File: src/cihl_defines.svh
`ifndef CIHL_DEFINES_SVH
`define CIHL_DEFINES_SVH
// What this block does
// - prefix and its instruction form one unit
// - segment load defers recognition one more instruction
// - wait and string primitives accept external requests
// - nmi edge counts after two high clocks
// - nmi latched, unmasked, served before maskable
// - nmi is type 2, vector at 8
// - software interrupt uses its own type code
// - divide overflow raises type 0
// - trap flag raises type 1 per instruction
// - overflow trap raises type 4 if overflow
// - internal interrupts run no acknowledge cycles
// - internal, then nmi, maskable, single-step last
// - vector address is type times four
// - high word to segment, low to offset
// - two acknowledge cycles, no hold between them
// - first cycle floats bus, strobe T2-T4
// - controller drives type byte in second cycle
// - push flags, clear enable and trap, push return
// - hold granted after current cycle, bus floated
// - hold low drops grant, device drives again
// - maskable request is not latched
// - enable flag clear ignores maskable requests
// - enable or return delays maskable one instruction

`define CIHL_TYPE_DIV    8'h00
`define CIHL_TYPE_STEP   8'h01
`define CIHL_TYPE_NMI    8'h02
`define CIHL_TYPE_OVF    8'h04
`define CIHL_VEC_HI_OFS  20'h00002
`define CIHL_NMI_MIN_CYC 2'h2
`endif

File: src/cihl_pkg.sv
`default_nettype none
package cihl_pkg;

  typedef enum logic [3:0] {
    ST_IDLE    = 4'h0,
    ST_AWAIT   = 4'h1,
    ST_ACK1    = 4'h2,
    ST_ACK2    = 4'h3,
    ST_PUSH_FL = 4'h4,
    ST_PUSH_CS = 4'h5,
    ST_PUSH_IP = 4'h6,
    ST_RD_IP   = 4'h7,
    ST_RD_CS   = 4'h8
  } cihl_state_t;

  typedef enum logic [2:0] {
    T_IDLE = 3'h0,
    T_1    = 3'h1,
    T_2    = 3'h2,
    T_3    = 3'h3,
    T_4    = 3'h4
  } cihl_tst_t;

  typedef enum logic [2:0] {
    CMD_NONE    = 3'h0,
    CMD_PUSH_FL = 3'h1,
    CMD_PUSH_CS = 3'h2,
    CMD_PUSH_IP = 3'h3,
    CMD_RD_WORD = 3'h4
  } cihl_cmd_t;

  typedef struct packed {
    logic       boundary;
    logic       mid_point;
    logic       prefix;
    logic       seg_load;
    logic       irq_enable_set_instr;
    logic       irq_return_instr;
    logic       int_n;
    logic       into;
    logic       divide_error;
    logic       irq_en_flag;
    logic       trap_flag;
    logic       arith_overflow_bit;
    logic [7:0] int_type;
  } cihl_core_t;

  typedef struct packed {
    logic       take;
    logic       ack;
    logic       nmi;
    logic [7:0] typ;
  } cihl_pick_t;

  typedef struct packed {
    cihl_cmd_t   cmd;
    logic [19:0] addr;
    logic        clr_flags;
  } cihl_req_t;

  typedef struct packed {
    logic        done;
    logic [15:0] rdata;
  } cihl_rsp_t;

endpackage : cihl_pkg
`default_nettype wire
File: src/cihl_cycle.sv
`timescale 1ns/100ps
`default_nettype none
module cihl_cycle
  import cihl_pkg::*;
(
  input  wire logic      ref_clk,
  input  wire logic      nrst,
  input  wire logic      start,
  output var  cihl_tst_t tst_r,
  output var  logic      strobe_r
);

  // ----------------------------------------
  // bus state sequence
  // ----------------------------------------
  cihl_tst_t tst_nxt;

  always_comb begin
    case (tst_r)
      T_IDLE:  tst_nxt = start ? T_1 : T_IDLE;
      T_1:     tst_nxt = T_2;
      T_2:     tst_nxt = T_3;
      T_3:     tst_nxt = T_4;
      T_4:     tst_nxt = start ? T_1 : T_IDLE;
      default: tst_nxt = T_IDLE;
    endcase
  end

  always_ff @(posedge ref_clk or negedge nrst) begin
    if (!nrst) begin
      tst_r <= T_IDLE;
    end else begin
      tst_r <= tst_nxt;
    end
  end

  // strobe from T2 through T4
  always_ff @(posedge ref_clk or negedge nrst) begin
    if (!nrst) begin
      strobe_r <= 1'b0;
    end else begin
      strobe_r <= (tst_nxt == T_2) || (tst_nxt == T_3) || (tst_nxt == T_4);
    end
  end

endmodule : cihl_cycle
`default_nettype wire

File: src/cihl_irq_seq.sv
`timescale 1ns/100ps
`default_nettype none
`include "cihl_defines.svh"
module cihl_irq_seq
  import cihl_pkg::*;
(
  input  wire logic        ref_clk,
  input  wire logic        nrst,
  input  wire cihl_core_t  core_in,
  input  wire logic        core_bus_busy,
  input  wire logic        maskable_irq_in,
  input  wire logic        nmi_in,
  input  wire logic        hold_in,
  input  wire logic [7:0]  ad_in,
  input  wire cihl_rsp_t   rsp_in,
  output var  cihl_req_t   req_r,
  output var  logic        irq_ack_strobe,
  output var  logic        bus_grant_out,
  output var  logic        bus_drive_r,
  output var  logic        exec_hold_r,
  output var  logic        vec_load_r,
  output var  logic [15:0] new_cs_r,
  output var  logic [15:0] next_instr_offset_r,
  output var  logic [7:0]  vec_type_r
);

  // ----------------------------------------
  // helpers
  // ----------------------------------------
  function automatic logic [19:0] vec_addr(input logic [7:0] t, input logic hi);
    logic [19:0] base;
    base = {10'h000, t, 2'b00};
    return hi ? base + `CIHL_VEC_HI_OFS : base;
  endfunction : vec_addr

  function automatic cihl_pick_t pick_src(input cihl_core_t c, input logic nmi_p,
                                          input logic irq, input logic defer,
                                          input logic ie_hold);
    cihl_pick_t p;
    logic       inst;
    logic       ext;
    p    = '{1'b0, 1'b0, 1'b0, 8'h00};
    inst = c.boundary && !c.prefix;
    ext  = (inst && !defer) || c.mid_point;
    if (inst && c.divide_error) begin
      p = '{1'b1, 1'b0, 1'b0, `CIHL_TYPE_DIV};
    end else if (inst && c.int_n) begin
      p = '{1'b1, 1'b0, 1'b0, c.int_type};
    end else if (inst && c.into && c.arith_overflow_bit) begin
      p = '{1'b1, 1'b0, 1'b0, `CIHL_TYPE_OVF};
    end else if (ext && nmi_p) begin
      p = '{1'b1, 1'b0, 1'b1, `CIHL_TYPE_NMI};
    end else if (ext && irq && c.irq_en_flag && !ie_hold) begin
      p = '{1'b1, 1'b1, 1'b0, 8'h00};
    end else if (inst && !defer && c.trap_flag) begin
      p = '{1'b1, 1'b0, 1'b0, `CIHL_TYPE_STEP};
    end
    return p;
  endfunction : pick_src

  function automatic cihl_req_t req_of(input cihl_state_t s, input logic [7:0] t);
    case (s)
      ST_PUSH_FL: return '{CMD_PUSH_FL, 20'h00000, 1'b1};
      ST_PUSH_CS: return '{CMD_PUSH_CS, 20'h00000, 1'b0};
      ST_PUSH_IP: return '{CMD_PUSH_IP, 20'h00000, 1'b0};
      ST_RD_IP:   return '{CMD_RD_WORD, vec_addr(t, 1'b0), 1'b0};
      ST_RD_CS:   return '{CMD_RD_WORD, vec_addr(t, 1'b1), 1'b0};
      default:    return '{CMD_NONE, 20'h00000, 1'b0};
    endcase
  endfunction : req_of

  // ----------------------------------------
  // declarations
  // ----------------------------------------
  cihl_state_t state_r;
  cihl_state_t state_nxt;
  cihl_tst_t   tst;
  cihl_pick_t  pick;
  logic        start;
  logic        in_ack;
  logic        grant_nxt;
  logic [7:0]  type_nxt;
  logic        seg_shadow;
  logic        ie_shadow;
  logic        nmi_pend_r;
  logic        nmi_low_r;
  logic [1:0]  nmi_cnt_r;
  logic        nmi_qual;

  // ----------------------------------------
  // acknowledge bus cycles
  // ----------------------------------------
  cihl_cycle u_cycle (
    .ref_clk  (ref_clk),
    .nrst     (nrst),
    .start    (start),
    .tst_r    (tst),
    .strobe_r (irq_ack_strobe)
  );

  // ----------------------------------------
  // recognition windows
  // ----------------------------------------
  // the boundary of a segment load or enable/return is itself the shadow
  assign seg_shadow = core_in.seg_load;
  assign ie_shadow  = core_in.irq_enable_set_instr || core_in.irq_return_instr;

  // ----------------------------------------
  // nmi edge capture
  // ----------------------------------------
  assign nmi_qual = nmi_in && nmi_low_r && (nmi_cnt_r == `CIHL_NMI_MIN_CYC - 2'h1);

  always_ff @(posedge ref_clk or negedge nrst) begin
    if (!nrst) begin
      nmi_cnt_r <= 2'h0;
    end else if (!nmi_in) begin
      nmi_cnt_r <= 2'h0;
    end else if (nmi_cnt_r != `CIHL_NMI_MIN_CYC) begin
      nmi_cnt_r <= nmi_cnt_r + 2'h1;
    end
  end

  always_ff @(posedge ref_clk or negedge nrst) begin
    if (!nrst) begin
      nmi_low_r <= 1'b0;
    end else if (!nmi_in) begin
      nmi_low_r <= 1'b1;
    end else if (nmi_qual) begin
      nmi_low_r <= 1'b0;
    end
  end

  // set wins over the service clear
  always_ff @(posedge ref_clk or negedge nrst) begin
    if (!nrst) begin
      nmi_pend_r <= 1'b0;
    end else if (nmi_qual) begin
      nmi_pend_r <= 1'b1;
    end else if (state_r == ST_IDLE && pick.take && pick.nmi) begin
      nmi_pend_r <= 1'b0;
    end
  end

  // ----------------------------------------
  // sequence control
  // ----------------------------------------
  assign pick   = pick_src(core_in, nmi_pend_r, maskable_irq_in, seg_shadow, ie_shadow);
  assign in_ack = (state_r == ST_ACK1) || (state_r == ST_ACK2);

  always_comb begin
    state_nxt = state_r;
    start     = 1'b0;
    case (state_r)
      ST_IDLE: begin
        if (pick.take) begin
          state_nxt = pick.ack ? ST_AWAIT : ST_PUSH_FL;
        end
      end
      ST_AWAIT: begin
        if (!bus_grant_out) begin
          start     = 1'b1;
          state_nxt = ST_ACK1;
        end
      end
      ST_ACK1: begin
        if (tst == T_4) begin
          start     = 1'b1;
          state_nxt = ST_ACK2;
        end
      end
      ST_ACK2: begin
        if (tst == T_4) begin
          state_nxt = ST_PUSH_FL;
        end
      end
      ST_PUSH_FL: state_nxt = rsp_in.done ? ST_PUSH_CS : ST_PUSH_FL;
      ST_PUSH_CS: state_nxt = rsp_in.done ? ST_PUSH_IP : ST_PUSH_CS;
      ST_PUSH_IP: state_nxt = rsp_in.done ? ST_RD_IP : ST_PUSH_IP;
      ST_RD_IP:   state_nxt = rsp_in.done ? ST_RD_CS : ST_RD_IP;
      ST_RD_CS:   state_nxt = rsp_in.done ? ST_IDLE : ST_RD_CS;
      default:    state_nxt = ST_IDLE;
    endcase
  end

  always_ff @(posedge ref_clk or negedge nrst) begin
    if (!nrst) begin
      state_r <= ST_IDLE;
    end else begin
      state_r <= state_nxt;
    end
  end

  always_ff @(posedge ref_clk or negedge nrst) begin
    if (!nrst) begin
      exec_hold_r <= 1'b0;
    end else begin
      exec_hold_r <= state_nxt != ST_IDLE;
    end
  end

  // ----------------------------------------
  // type and vector
  // ----------------------------------------
  always_comb begin
    type_nxt = vec_type_r;
    if (state_r == ST_IDLE && pick.take && !pick.ack) begin
      type_nxt = pick.typ;
    end else if (state_r == ST_ACK2 && tst == T_4) begin
      type_nxt = ad_in;
    end
  end

  always_ff @(posedge ref_clk or negedge nrst) begin
    if (!nrst) begin
      vec_type_r <= 8'h00;
    end else begin
      vec_type_r <= type_nxt;
    end
  end

  always_ff @(posedge ref_clk or negedge nrst) begin
    if (!nrst) begin
      req_r <= '{CMD_NONE, 20'h00000, 1'b0};
    end else begin
      req_r <= req_of(state_nxt, type_nxt);
    end
  end

  always_ff @(posedge ref_clk or negedge nrst) begin
    if (!nrst) begin
      next_instr_offset_r <= 16'h0000;
      new_cs_r            <= 16'h0000;
    end else if (rsp_in.done && state_r == ST_RD_IP) begin
      next_instr_offset_r <= rsp_in.rdata;
    end else if (rsp_in.done && state_r == ST_RD_CS) begin
      new_cs_r            <= rsp_in.rdata;
    end
  end

  always_ff @(posedge ref_clk or negedge nrst) begin
    if (!nrst) begin
      vec_load_r <= 1'b0;
    end else begin
      vec_load_r <= rsp_in.done && state_r == ST_RD_CS;
    end
  end

  // ----------------------------------------
  // bus hold handover
  // ----------------------------------------
  always_comb begin
    grant_nxt = bus_grant_out;
    if (bus_grant_out && !hold_in) begin
      grant_nxt = 1'b0;
    end else if (!bus_grant_out && hold_in && !core_bus_busy && !in_ack && !start) begin
      grant_nxt = 1'b1;
    end
  end

  always_ff @(posedge ref_clk or negedge nrst) begin
    if (!nrst) begin
      bus_grant_out <= 1'b0;
    end else begin
      bus_grant_out <= grant_nxt;
    end
  end

  always_ff @(posedge ref_clk or negedge nrst) begin
    if (!nrst) begin
      bus_drive_r <= 1'b1;
    end else begin
      bus_drive_r <= !(grant_nxt || state_nxt == ST_ACK1 || state_nxt == ST_ACK2);
    end
  end
endmodule : cihl_irq_seq
`default_nettype wire

File: config.mk
export PLATFORM = sky130hd
export DESIGN_NAME = cihl_irq_seq
export DESIGN_NICKNAME = d
export VERILOG_FILES = /design/src/cihl_pkg.sv /design/src/cihl_cycle.sv /design/src/cihl_irq_seq.sv
export VERILOG_INCLUDE_DIRS = /design/src
export SDC_FILE = /design/constraint.sdc
export NUM_CORES = 1
export LEC_CHECK = 0
export ABC_AREA = 1
export BUFFER_PORTS_ARGS = -buffer_cell sky130_fd_sc_hd__buf_2
export CAP_MARGIN = 30
export CELL_PAD_IN_SITES_DETAIL_PLACEMENT = 1
export CELL_PAD_IN_SITES_GLOBAL_PLACEMENT = 1
export CORE_MARGIN = 2
export CORE_UTILIZATION = 39
export CTS_CLUSTER_DIAMETER = 30
export DETAILED_ROUTE_END_ITERATION = 8
export PLACE_DENSITY = 0.93
export SYNTH_ARGS = -nofsm -noshare
export SYNTH_HDL_FRONTEND = slang
export SYNTH_SLANG_ARGS = --single-unit
File: constraint.sdc
create_clock -name ref_clk -period 2.6 [get_ports ref_clk]
set_input_delay 0.13 -clock ref_clk [delete_from_list [all_inputs] [get_ports ref_clk]]
set_output_delay 0.13 -clock ref_clk [all_outputs]
set_load 0.01 [all_outputs]
# Yosys cells after proc, flatten, opt, wreduce, memory -nomap -nowiden

Index checks and enable logic that the tools add are counted.
W data, S select, Z words.

Flip-flop bits (word level): 80
Bits in latches: 0
Memory bits (writable): 0
ROM bits: 0
Input port bits: 51
Logic and storage cells: 125
Memories kept: 0

Add/sub/neg operators: 2
$mul: 0
Div/mod/pow operators: 0
Magnitude comparators: 0
Equality and inequality tests: 26
Shift-type cells: 0
Mux-type cells: 33
Bitwise operators: 1
Reduce and logical (&&, ||, !) cells: 47

Operators by type and width:

| operator                | number |
|---|---|
| $pmux W24 S5            | 1 |
| $mux W11                | 6 |
| $pmux W4 S9             | 1 |
| $eq A4 B3 Y1 const B    | 8 |
| $logic_and A1 B1 Y1     | 24 |
| $mux W4                 | 6 |
| $eq A4 B2 Y1 const B    | 4 |
| $mux W8                 | 2 |
| $eq A3 B2 Y1 const B    | 4 |
| $pmux W3 S4             | 1 |
| $add A10 B2 Y11 const B | 1 |
| $mux W1                 | 11 |
| $logic_not A1 Y1        | 10 |
| $eq A4 B4 Y1 const B    | 2 |
| $logic_or A1 B1 Y1      | 7 |
| $eq A3 B3 Y1 const B    | 2 |
| $mux W2                 | 3 |
| $eq A4 B1 Y1 const B    | 1 |
| $logic_not A4 Y1        | 1 |
| $ne A2 B1 Y1 const B    | 2 |
| $reduce_bool A4 Y1      | 1 |
| $eq A3 B1 Y1 const B    | 1 |
| $logic_not A3 Y1        | 1 |
| $mux W3                 | 1 |
| 8 further kinds         | 8 |

# Logic depth before layout (Yosys ltp)

Gate-level depths: netlist of run 1.

Depth in word-level cells: 19
Gate-level depth with buffers: 13

# By module

From an unflattened synthesis of run 1, not the netlist that was laid out.

Cells, all modules: 347
Area, all modules: 3348.2 um^2

By module, submodules not included:

| module       | instances | cells each | area each (um^2) | sequential area each (um^2) |
|---|---|---|---|---|
| cihl_irq_seq | 1         | 333        | 3190.6           | 1627.8 |
| cihl_cycle   | 1         | 14         | 157.7            | 100.1 |

# Least setup slack after synthesis of run 1

Ideal clock, no wire load.

Path kind: register to register
Start point: register state_r[0]
End point: register new_cs_r[10]
Setup time: 0.125 ns
Arrival: 1.444 ns
Data required time: 2.475 ns
Path slack: 1.031 ns
Cell stages (with the launch flop): 6
Buffers on the path: 1
Cells stage by stage: dfrtp_1 nor2_1 nand3_1 nor2_2 buf_6 mux2_2

Cells in the longest elaborated chain, start to end: 4

Ends and longest elaborated chain:

| element                         | line                | RTL |
|---|---|---|
| from (decl)                     | cihl_irq_seq.sv:75  | `cihl_state_t state_r;` |
| from (signal assigned)          | cihl_irq_seq.sv:189 | `state_r <= state_nxt;` |
| $eq A4 B3 Y1                    | cihl_irq_seq.sv:233 | `end else if (rsp_in.done && state_r == ST_RD_IP) begin` |
| $logic_and A1 B1 Y1             | cihl_irq_seq.sv:233 |  |
| $not A1 Y1 (no line)            | -                   |  |
| $reduce_and A2 Y1 (no line) (*) | -                   |  |
| to (signal assigned)            | cihl_irq_seq.sv:236 | `new_cs_r <= rsp_in.rdata;` |
| to (decl)                       | cihl_irq_seq.sv:22  | `output var logic [15:0] new_cs_r,` |

Every way passes the cells marked *; elsewhere a longest branch is shown, timed or not.
A chain may end at the register's enable or synchronous reset.

# Worst setup path in the final report of run 1

Start point: register u_cycle.tst_r[1]
End point: register exec_hold_r

Cells in the longest elaborated chain, start to end: 4

Ends and longest elaborated chain:

| element                           | line                                     | RTL |
|---|---|---|
| from (decl)                       | cihl_cycle.sv:9                          | `output var cihl_tst_t tst_r,` |
| from (signal assigned)            | cihl_cycle.sv:33                         | `tst_r <= tst_nxt;` |
| $eq A3 B3 Y1 (*)                  | cihl_irq_seq.sv:166, cihl_irq_seq.sv:172 |  |
| $mux W4, on equally long branches | cihl_irq_seq.sv:172, cihl_irq_seq.sv:166 |  |
| $pmux W4 S9 (*)                   | cihl_irq_seq.sv:153                      | `case (state_r)` |
| $reduce_bool A4 Y1 (*)            | cihl_irq_seq.sv:197                      | `exec_hold_r <= state_nxt != ST_IDLE;` |
| to (signal assigned)              | cihl_irq_seq.sv:195                      | `exec_hold_r <= 1'b0;` |
| to (signal assigned)              | cihl_irq_seq.sv:197                      |  |
| to (decl)                         | cihl_irq_seq.sv:20                       | `output var logic exec_hold_r,` |

Marks and branches as above.

==> impl_metrics.toml, run 1 <==
[global_route]
grt_use_met2_pct = 34.4
grt-ovfl-total = 0
grt_pass1_vias = 2828
antenna_found_initial = 0
use_met3_pct = 4.11
met1_usage_pct = 23.5
grt.busiest_layer = "met2"
grt_max_degree = 30
track_usage_pct = 19.7
grt_pass1_wl_mm = 13.5

[yosys]
synthArstFlopShare_pct = 100
synthCells = 333
yosys_warnings = 0
ys_ff_latch = 69
avgSynthCellArea_um2 = 9.80
synth_enable_flop_cells = 0
ys_seq_area_share_pct = 53.0
syn-cell-area_um2 = 3260
synth_cell_types = 36
synth_ff_type = "dfrtp_1"

[clocking]
clock-root-buffer = "clkbuf_8"
cts_tree = "built"
cts_resized = 0
h-tree-depth = 3
cts_setup_buffers = 0
cts_buffer_depth = 2
cts_sinks = 69
cts_hold_buffers = 2
cts_buffers = 9
cts.reportedPaths.clkPinSlew_ps = 80
clk_latency_ps = 360

[worst_setup_path]
cp-endpoint = "exec_hold_r"
worstReg2RegEnd = "exec_hold_r"
path_max_fanout = 12
cp.arrival_ps = 2070
cp-startpoint = "u_cycle.tst_r[1]"
worstRegToRegCells = 6
cp-start-kind = "flop"
cp.depth = 6
cp_cell_sequence = "nor2_1 > nand2_1 > nand2_1 > nand4_1 > nor2_1 > nand3_1"
cpPeakStageDelay_ps = 470
cp_top_family = "simple AND/OR/NAND/NOR gates"
timing.critical_path.buf_inv = 0
cp-end-kind = "flop"
r2r_slack_ps = 750
slowest_stage = "nand4_1"
crit_type = "flop to flop"
cp.required_ps = 2820
rr_startpoint = "u_cycle.tst_r[1]"

[cells_and_area]
final_cell_area_um2 = 4080
fin_util_pct = 49.9
drive_above_1_share_pct = 41.3
fin_nets = 504
antenna-diode-count = 0
area.growth.synth_to_final_pct = 24.9
final-instance-count-excl-fill = 560

[placement]
io_buffers = 108
place_congestion = 0.849
placed_cells = 543
dpl.hpwl_mm = 6.70
dpl_cell_area_um2 = 3870
place_ws_ps = 787

[power_and_ir_drop]
power_mw = 4.33
p_leak_nw = 2.26
p_per_area_nw_per_um2 = 1060
peakVddDrop_mv = 0.347

[routing]
drt-vias-per-instance = 4.87
wl_per_cell_um = 15.5
drtIter0Drc = 66
route.detailed.drc = 0
ant_nets = 0
dr.pass1.iters = 4
routed_wirelength_mm = 8.70
vias = 2727

[die]
dieHeight_um = 95.5
rows = 33
ioPinCount = 120
start_util_pct = 39.9
placeableCoreArea_um2 = 8180
die_w_um = 95.5
die-area_um2 = 9110

[timing]
slew_violations = 0
whs_ps = 15.2
worst_slack_ps = 749
hold_violations = 0
tns_ps = 0
skew_ps = 14.1
grt_setup_unrepaired = "false"
fin_crit_ps = 1850
tightest_slew_ps = 554
finalCritPeriodShare_pct = 71.2
max-slew-margin-rel_pct = 63.0
setup_viol = 0
fmax_mhz = 540

[run]
max_cap_viol_count = 0

[run_status]
status = "finished clean"

[hold_path]
hold_class = "input port to flop"
==> worst reg2reg max path, stage by stage, from the launching register on <==
cell	delay [ps]
dfrtp_1	410
nor2_1	200
nand2_1	100
nand2_1	140
nand4_1	470
nor2_1	310
nand3_1	100
==> routing by layer <==
metal | routed length, um | vias up
li1 | - | 1292
met3 | 415 | 19
met2 | 4510 | 87
met1 | 3540 | 1329
met5 | 0 | -
met4 | 235 | 0
==> synthesized netlist by cell type, types with 2 or more instances <==
| cell type | count | share of area [%] |
|---|---|---|
| nand3_1 | 18 | 2.8 |
| inv_1 | 22 | 2.5 |
| a21oi_1 | 6 | 0.92 |
| o21ai_0 | 4 | 0.61 |
| o21ai_1 | 2 | 0.31 |
| nand2_1 | 87 | 10 |
| dfrtp_1 | 68 | 52 |
| mux2_2 | 32 | 11 |
| inv_2 | 6 | 0.69 |
| nand2_2 | 5 | 0.96 |
| ha_1 | 2 | 0.77 |
| nand3_2 | 3 | 0.92 |
| buf_2 | 2 | 0.31 |
| nor2_4 | 2 | 0.69 |
| nand2_4 | 5 | 1.7 |
| buf_6 | 3 | 1.0 |
| buf_4 | 11 | 2.5 |
| nor2_1 | 23 | 2.6 |
| nor3_1 | 3 | 0.46 |
| nand4_1 | 11 | 2.1 |
| nor2_2 | 3 | 0.58 |
==> cell families (layout without fill, tap and decap cells) <==
logic type	Yosys count	in the layout	share of synthesized area (%)
and+or+nand+nor	166	166	24.6
adders and majority gates	2	2	0.767
other	1	11	0.115
muxes	32	32	11.0
buffers and inverters	46	158	7.40
AOI/OAI and AO/OA	17	17	3.11
DFF	69	69	53.0
==> flip-flops by register name, summed over array words and instances, names as in the netlist <==
signal	flops
nmi_pend_r	1
state_r	4
u_cycle.strobe_r	1
exec_hold_r	1
bus_grant_out	1
u_cycle.tst_r	3
nmi_low_r	1
req_r	13
vec_load_r	1
next_instr_offset_r	16
new_cs_r	16
vec_type_r	8
nmi_cnt_r	2
bus_drive_r	1
==> power by group <==
part	internal (mW)	leakage (nW)	switching, mW
Clock	0.437	0.0915	0.424
Combinational	0.694	1.29	1.01
Sequential	1.51	0.878	0.254
Total	2.64	2.26	1.69
==> cell usage in the layout (no fill, tap or decap), drive strengths merged, types with 3 or more instances in the layout <==
cell type,n
conb,11
mux2,32
nor3,4
clkinv,3
a21oi,7
nand2,97
dfrtp,68
nand4,11
buf,111
nor2,29
inv,30
clkbuf,9
o21ai,6
nand3,21
==> how the worst min path moves through the flow <==
stage | startpoint | to | slack [ps] | cells past startpoint
floorplan | nrst | bus_grant_out | -170 | 0
global placement | nrst | nmi_cnt_r[1] | 130 | 1
detailed placement | nrst | nmi_cnt_r[1] | 140 | 1
CTS | hold_in | bus_grant_out | 8 | 2
global route | rsp_in[12] | next_instr_offset_r[12] | 10 | 2
finish | rsp_in[6] | next_instr_offset_r[6] | 20 | 2
==> area by class of cell <==
cell class,count,area (um^2)
multi-input combinational,228,1330
clock buffer,9,124
fill,992,4100
clock inverter,6,63.8
timing repair buffer,113,583
inverter,30,115
sequential,69,1730
tap,105,131
(Power assumes the default switching activity.)
==> run 2, diff against run 1 <==
- ABC_AREA: 1 -> 0
- CORE_UTILIZATION: 39 -> 36
- PLACE_DENSITY: 0.93 -> 0.88
- clock period: 2.6 -> 1.9 ns (I/O delays scaled with it)
==> impl_metrics.toml, run 2 <==
[cells_and_area]
fin_nets = 479
layout_common_cells = "buf_2, dfrtp_1, nand2_1"
fin_util_pct = 51.2
antenna-diode-count = 0
final_common_cell = "buf_2"
drive_above_1_share_pct = 39.5
largestRegisters = "new_cs_r (16), next_instr_offset_r (16), req_r (13)"
fill_cells = 939
final_cell_area_um2 = 4230
area.growth.synth_to_final_pct = 37.2
multiInputGateArea_um2 = 1220
final-seq-area_um2 = 1730

[worst_setup_path]
cp-end-kind = "flop"
cpPeakStageDelay_ps = 510
cp-start-kind = "flop"
cp.arrival_ps = 2070
slowest_stage = "or4_4"
cp_cell_sequence = "nor2b_2 > o21ai_0 > a21oi_1 > or2_1 > or4_4"
cp.required_ps = 2100
path_max_fanout = 8
cp_top_family = "simple AND/OR/NAND/NOR gates"
timing.critical_path.buf_inv = 0
crit_type = "flop to flop"

[die]
ioPinCount = 120
dieHeight_um = 96.5
placeableCoreArea_um2 = 8260
die_w_um = 96.5
start_util_pct = 37.3
die-area_um2 = 9320
rows = 33

[timing]
tightest_slew_ps = 556
slew_violations = 0
skew_ps = 11.5
fin_crit_ps = 1860
hold_violations = 0
finalCritPeriodShare_pct = 98.0
grt_setup_unrepaired = "true"
fmax_mhz = 537
setup_viol = 0
worst_slack_ps = 37.5
max-slew-margin-rel_pct = 62.4
whs_ps = 19.2

[power_and_ir_drop]
p_switching_mw = 2.24
pwr-share-clk_pct = 20.7
seqPwrFrac_pct = 39.9
p_comb_share_pct = 39.4
p_leak_nw = 2.27
p_per_area_nw_per_um2 = 1480
p_int_mw = 4.00
switching_share_pct = 35.8
peakVddDrop_mv = 0.500

[placement]
dpl_cell_area_um2 = 3760
io_buffers = 108
place_ws_ps = -34.9
place_congestion = 0.806
dpl.hpwl_mm = 5.64

[routing]
routed_wirelength_mm = 8.10
drtIter0Drc = 56
drt-vias-per-instance = 4.84
route.detailed.drc = 0
ant_nets = 0
dr.pass1.iters = 4
wl_per_cell_um = 15.1
vias = 2590

[yosys]
synth.area.top_cells = "dfrtp_1, nand2_1, mux2_2, mux2i_1, buf_4"
synth_top_cell_by_area = "dfrtp_1"
synth_enable_flop_cells = 0
synth_commonest_cells = "dfrtp_1, nand2_1, mux2_2, mux2i_1"
synth_ff_type = "dfrtp_1"
avgSynthCellArea_um2 = 10.9
synth_cell_types = 50
ys_ff_latch = 69
synthCells = 283
ys_seq_area_share_pct = 56.0
synth_top_area_share_pct = 55.2
yosys_warnings = 0
yosysMostFrequentCell = "dfrtp_1"
synthArstFlopShare_pct = 100
syn-cell-area_um2 = 3080

[clocking]
clk_latency_ps = 340
cts.reportedPaths.clkPinSlew_ps = 70
cts_buffers = 9
clock-root-buffer = "clkbuf_8"
h-tree-depth = 3
cts_buffer_depth = 2
cts_tree = "built"
cts_sinks = 69

[global_route]
track_usage_pct = 17.7
grt-ovfl-total = 0
grt_pass1_wl_mm = 12.6
grt_pass1_vias = 2682
antenna_found_initial = 0
grt_max_degree = 70

[hold_path]
hold_class = "input port to flop"

[run]
max_cap_viol_count = 0

[run_status]
status = "finished clean"
## run 2: cell types whose count changed after synthesis, sizes merged, moves of 4 or more
cell   previous run  this run
and2              0         8
buf              16        20
nand2            97        65
inv              29         9
mux2             32        16
nor2             29        12
mux2i             0        14
nor2b             0         5
nand4            11         1
nand3            21         5
## run 2: layout make-up
class                   instances  share of cell area (%)
clock buffers                   9                    2.93
clock inverters                 6                    2.10
inverters                      10                   0.976
multi-input cells             192                    28.9
flip-flops and latches         69                    40.9
well taps                     105                    3.11
repair buffers                144                    21.1
## run 2: logic make-up after synthesis
kind of cell,synth area share (%)
other,0.122
adder cells (fa/ha/maj),0.812
AND/OR/NAND/NOR,17.6
buffers and inverters,6.21
flip-flops,56.0
XOR/XNOR,0.852
multiplexers,10.4
AO/OA/AOI/OAI,8.00
## run 2: power by group through the flow
stage | registers (mW) | clock network, mW | logic, mW
2_1_floorplan | 2.70 | 0 | 1.19
3_3_place_gp | 2.47 | 0 | 2.26
3_5_place_dp | 2.51 | 0 | 2.38
4_1_cts | 2.49 | 1.33 | 2.42
5_1_grt | 2.57 | 1.39 | 2.74
6_report | 2.49 | 1.29 | 2.46
## run 2: per-stage QoR
| stage | setup TNS [ps] | std cells | power, mW |
|---|---|---|---|
| 3_3_place_gp | 0 | 496 | 4.73 |
| 2_1_floorplan | 0 | 293 | 3.89 |
| 5_1_grt | -29.9 | 535 | 6.71 |
| 3_5_place_dp | -34.9 | 496 | 4.89 |
| 4_1_cts | 0 | 533 | 6.25 |
| 6_report | 0 | 535 | 6.24 |
## run 2: routing by layer
metal / global-route usage [%] / vias to the layer above / wire (um)
met5: 0 / - / 0
met4: 7.63 / 0 / 116
met3: 4.11 / 13 / 513
met2: 32.2 / 83 / 4220
met1: 19.6 / 1282 / 3250
li1: - / 1212 / -
## run 2: what timing repair did
| action | in CTS | in global routing |
|---|---|---|
| endpoints found under the hold margin | 99 | 0 |
| setup buffers | 0 | 2 |
| hold buffers | 22 | 0 |
| gates cloned | 0 | 0 |
| setup endpoints to repair | 1 | 9 |
| resized for setup | 2 | 5 |
| pin swaps | 0 | 5 |
## run 2: worst paths after layout
kind / from / endpoint / slack (ps) / depth (start not counted)
worst max-delay path: state_r[2] / exec_hold_r / 40 / 5
worst min-delay path: hold_in / bus_grant_out / 20 / 2
worst max register to register: state_r[2] / exec_hold_r / 40 / 5
worst min register to register: new_cs_r[7] / new_cs_r[7] / 480 / 2
max in group asynchronous: nrst / bus_drive_r / 1280 / 3
min in group asynchronous: nrst / new_cs_r[0] / 310 / 3
## run 2: worst reg2reg max path: cells and delay by family, from the launching register on
kind	cells	cell delay (ps)
AOI/OAI and AO/OA	2	290
DFF	1	470
and+or+nand+nor	3	980
==> run 3, diff against run 2 <==
- ABC_AREA: 0 -> 1
==> impl_metrics.toml, run 3 (synthesized netlist as in run 1, its figures left out) <==
[run_status]
status = "finished clean"

[cells_and_area]
fin_util_pct = 49.7
final-seq-area_um2 = 1730
layout_common_cells = "buf_2, nand2_1, dfrtp_1"
largestRegisters = "new_cs_r (16), next_instr_offset_r (16), req_r (13)"
drive_above_1_share_pct = 40.6
final_common_cell = "buf_2"
area.growth.synth_to_final_pct = 33.4
fill_cells = 1053
antenna-diode-count = 0
final-instance-count-excl-fill = 583
fin_nets = 524
multiInputGateArea_um2 = 1340

[global_route]
grt-ovfl-total = 0
grt_max_degree = 34
antenna_found_initial = 0
grt_pass1_vias = 3239
grt_pass1_wl_mm = 16.3
track_usage_pct = 21.6

[worst_setup_path]
path_max_fanout = 11
cp-start-kind = "flop"
cp.required_ps = 2160
cp.arrival_ps = 2000
cp-end-kind = "flop"
crit_type = "flop to flop"

[routing]
dr.max_layer_used = "met4"
drtIter0Drc = 86
ant_nets = 0
dr.pass1.iters = 4
routed_wirelength_mm = 10.1
wl_per_cell_um = 17.4
met1_length_mm = 4.02
drt-vias-per-instance = 4.91
wl_met2_mm = 5.52
route.detailed.drc = 0
dr_wl_met3_um = 329
vias = 2863

[placement]
placed_cells = 547
io_buffers = 108
place_ws_ps = 88.6
dpl.hpwl_mm = 6.89
place_congestion = 0.859

[timing]
fin_crit_ps = 1750
fmax_mhz = 573
tns_ps = 0
slew_violations = 0
hold_violations = 0
max-slew-margin-rel_pct = 62.5
worst_slack_ps = 155
skew_ps = 12.7
setup_viol = 0
tightest_slew_ps = 562
finalCritPeriodShare_pct = 91.9
grt_setup_unrepaired = "false"

[clocking]
h-tree-depth = 3
cts_buffers = 9
cts_sinks = 69
cts_tree = "built"
clock-root-buffer = "clkbuf_8"
cts.reportedPaths.clkPinSlew_ps = 80
cts_buffer_depth = 2
clk_latency_ps = 350

[die]
dieHeight_um = 99.2
rows = 34
placeableCoreArea_um2 = 8760
start_util_pct = 37.2
die-area_um2 = 9840
die_w_um = 99.2
ioPinCount = 120

[power_and_ir_drop]
p_leak_nw = 2.38
peakVddDrop_mv = 0.479
p_per_area_nw_per_um2 = 1470
power_mw = 6.39

[run]
max_cap_viol_count = 0

[hold_path]
hold_class = "input port to flop"
## run 3: changes by cell type in the layout (fill, tap and decap cells not counted), moves of 8 or more
cell	delta
and2_1	-8
nand2_1	+22
inv_1	+13
nand4_1	+10
nand3_1	+13
nor2_1	+11
mux2_2	+16
buf_4	-8
mux2i_1	-14
## run 3: what timing repair did
item                                    in CTS  in global routing
gates cloned                                 0                  0
endpoints found under the setup margin       2                  2
pin swaps                                    1                  0
resized for setup                            0                  2
setup buffers                                2                  0
hold endpoints to repair                    48                  0
hold buffers                                19                  0
## run 3: final cells by class
cell class,instances,share of cell area [%]
Tap cell,108,3.10
Sequential cell,69,39.7
Inverter,30,2.64
Clock inverter,6,2.59
Clock buffer,9,2.84
Timing Repair Buffer,133,18.4
Multi-Input combinational cell,228,30.7
## run 3: power by group
| part | internal (mW) | switching (mW) |
|---|---|---|
| Clock | 0.867 | 0.579 |
| Sequential | 2.07 | 0.364 |
| Combinational | 1.02 | 1.49 |
## run 3: final timing paths
kind / start / endpoint / slack (ps) / depth (start not counted)
max: state_r[2] / req_r[0] / 150 / 9
min: core_bus_busy / bus_grant_out / 90 / 3
max reg2reg: state_r[2] / req_r[0] / 150 / 9
min reg2reg: u_cycle.tst_r[0] / u_cycle.tst_r[0] / 490 / 1
max in group asynchronous: nrst / new_cs_r[13] / 980 / 3
min in group asynchronous: nrst / req_r[6] / 290 / 2
## run 3: routing by layer
metal	track usage, %	up-vias
li1	-	1340
met1	24.1	1417
met2	40.1	86
met3	3.58	20
met4	9.69	0
met5	0	-
## run 3: per-stage QoR
| step | area [um^2] | hold slack, ps |
|---|---|---|
| after CTS | 4350 | 81.9 |
| after detailed placement | 3910 | 115 |
| after floorplan | 3300 | -201 |
| after global placement | 3910 | 101 |
| after global routing | 4350 | 93.4 |
| final | 4350 | 93.0 |
## run 3: critical path, stage by stage, from the launching register on
cell and delay, ps:
dfrtp_1 380, inv_1 150, nand2_2 140, inv_1 80
nand2_1 140, nor2_8 220, nand2_4 120, nand2_4 150
inv_2 80, nor3_1 180
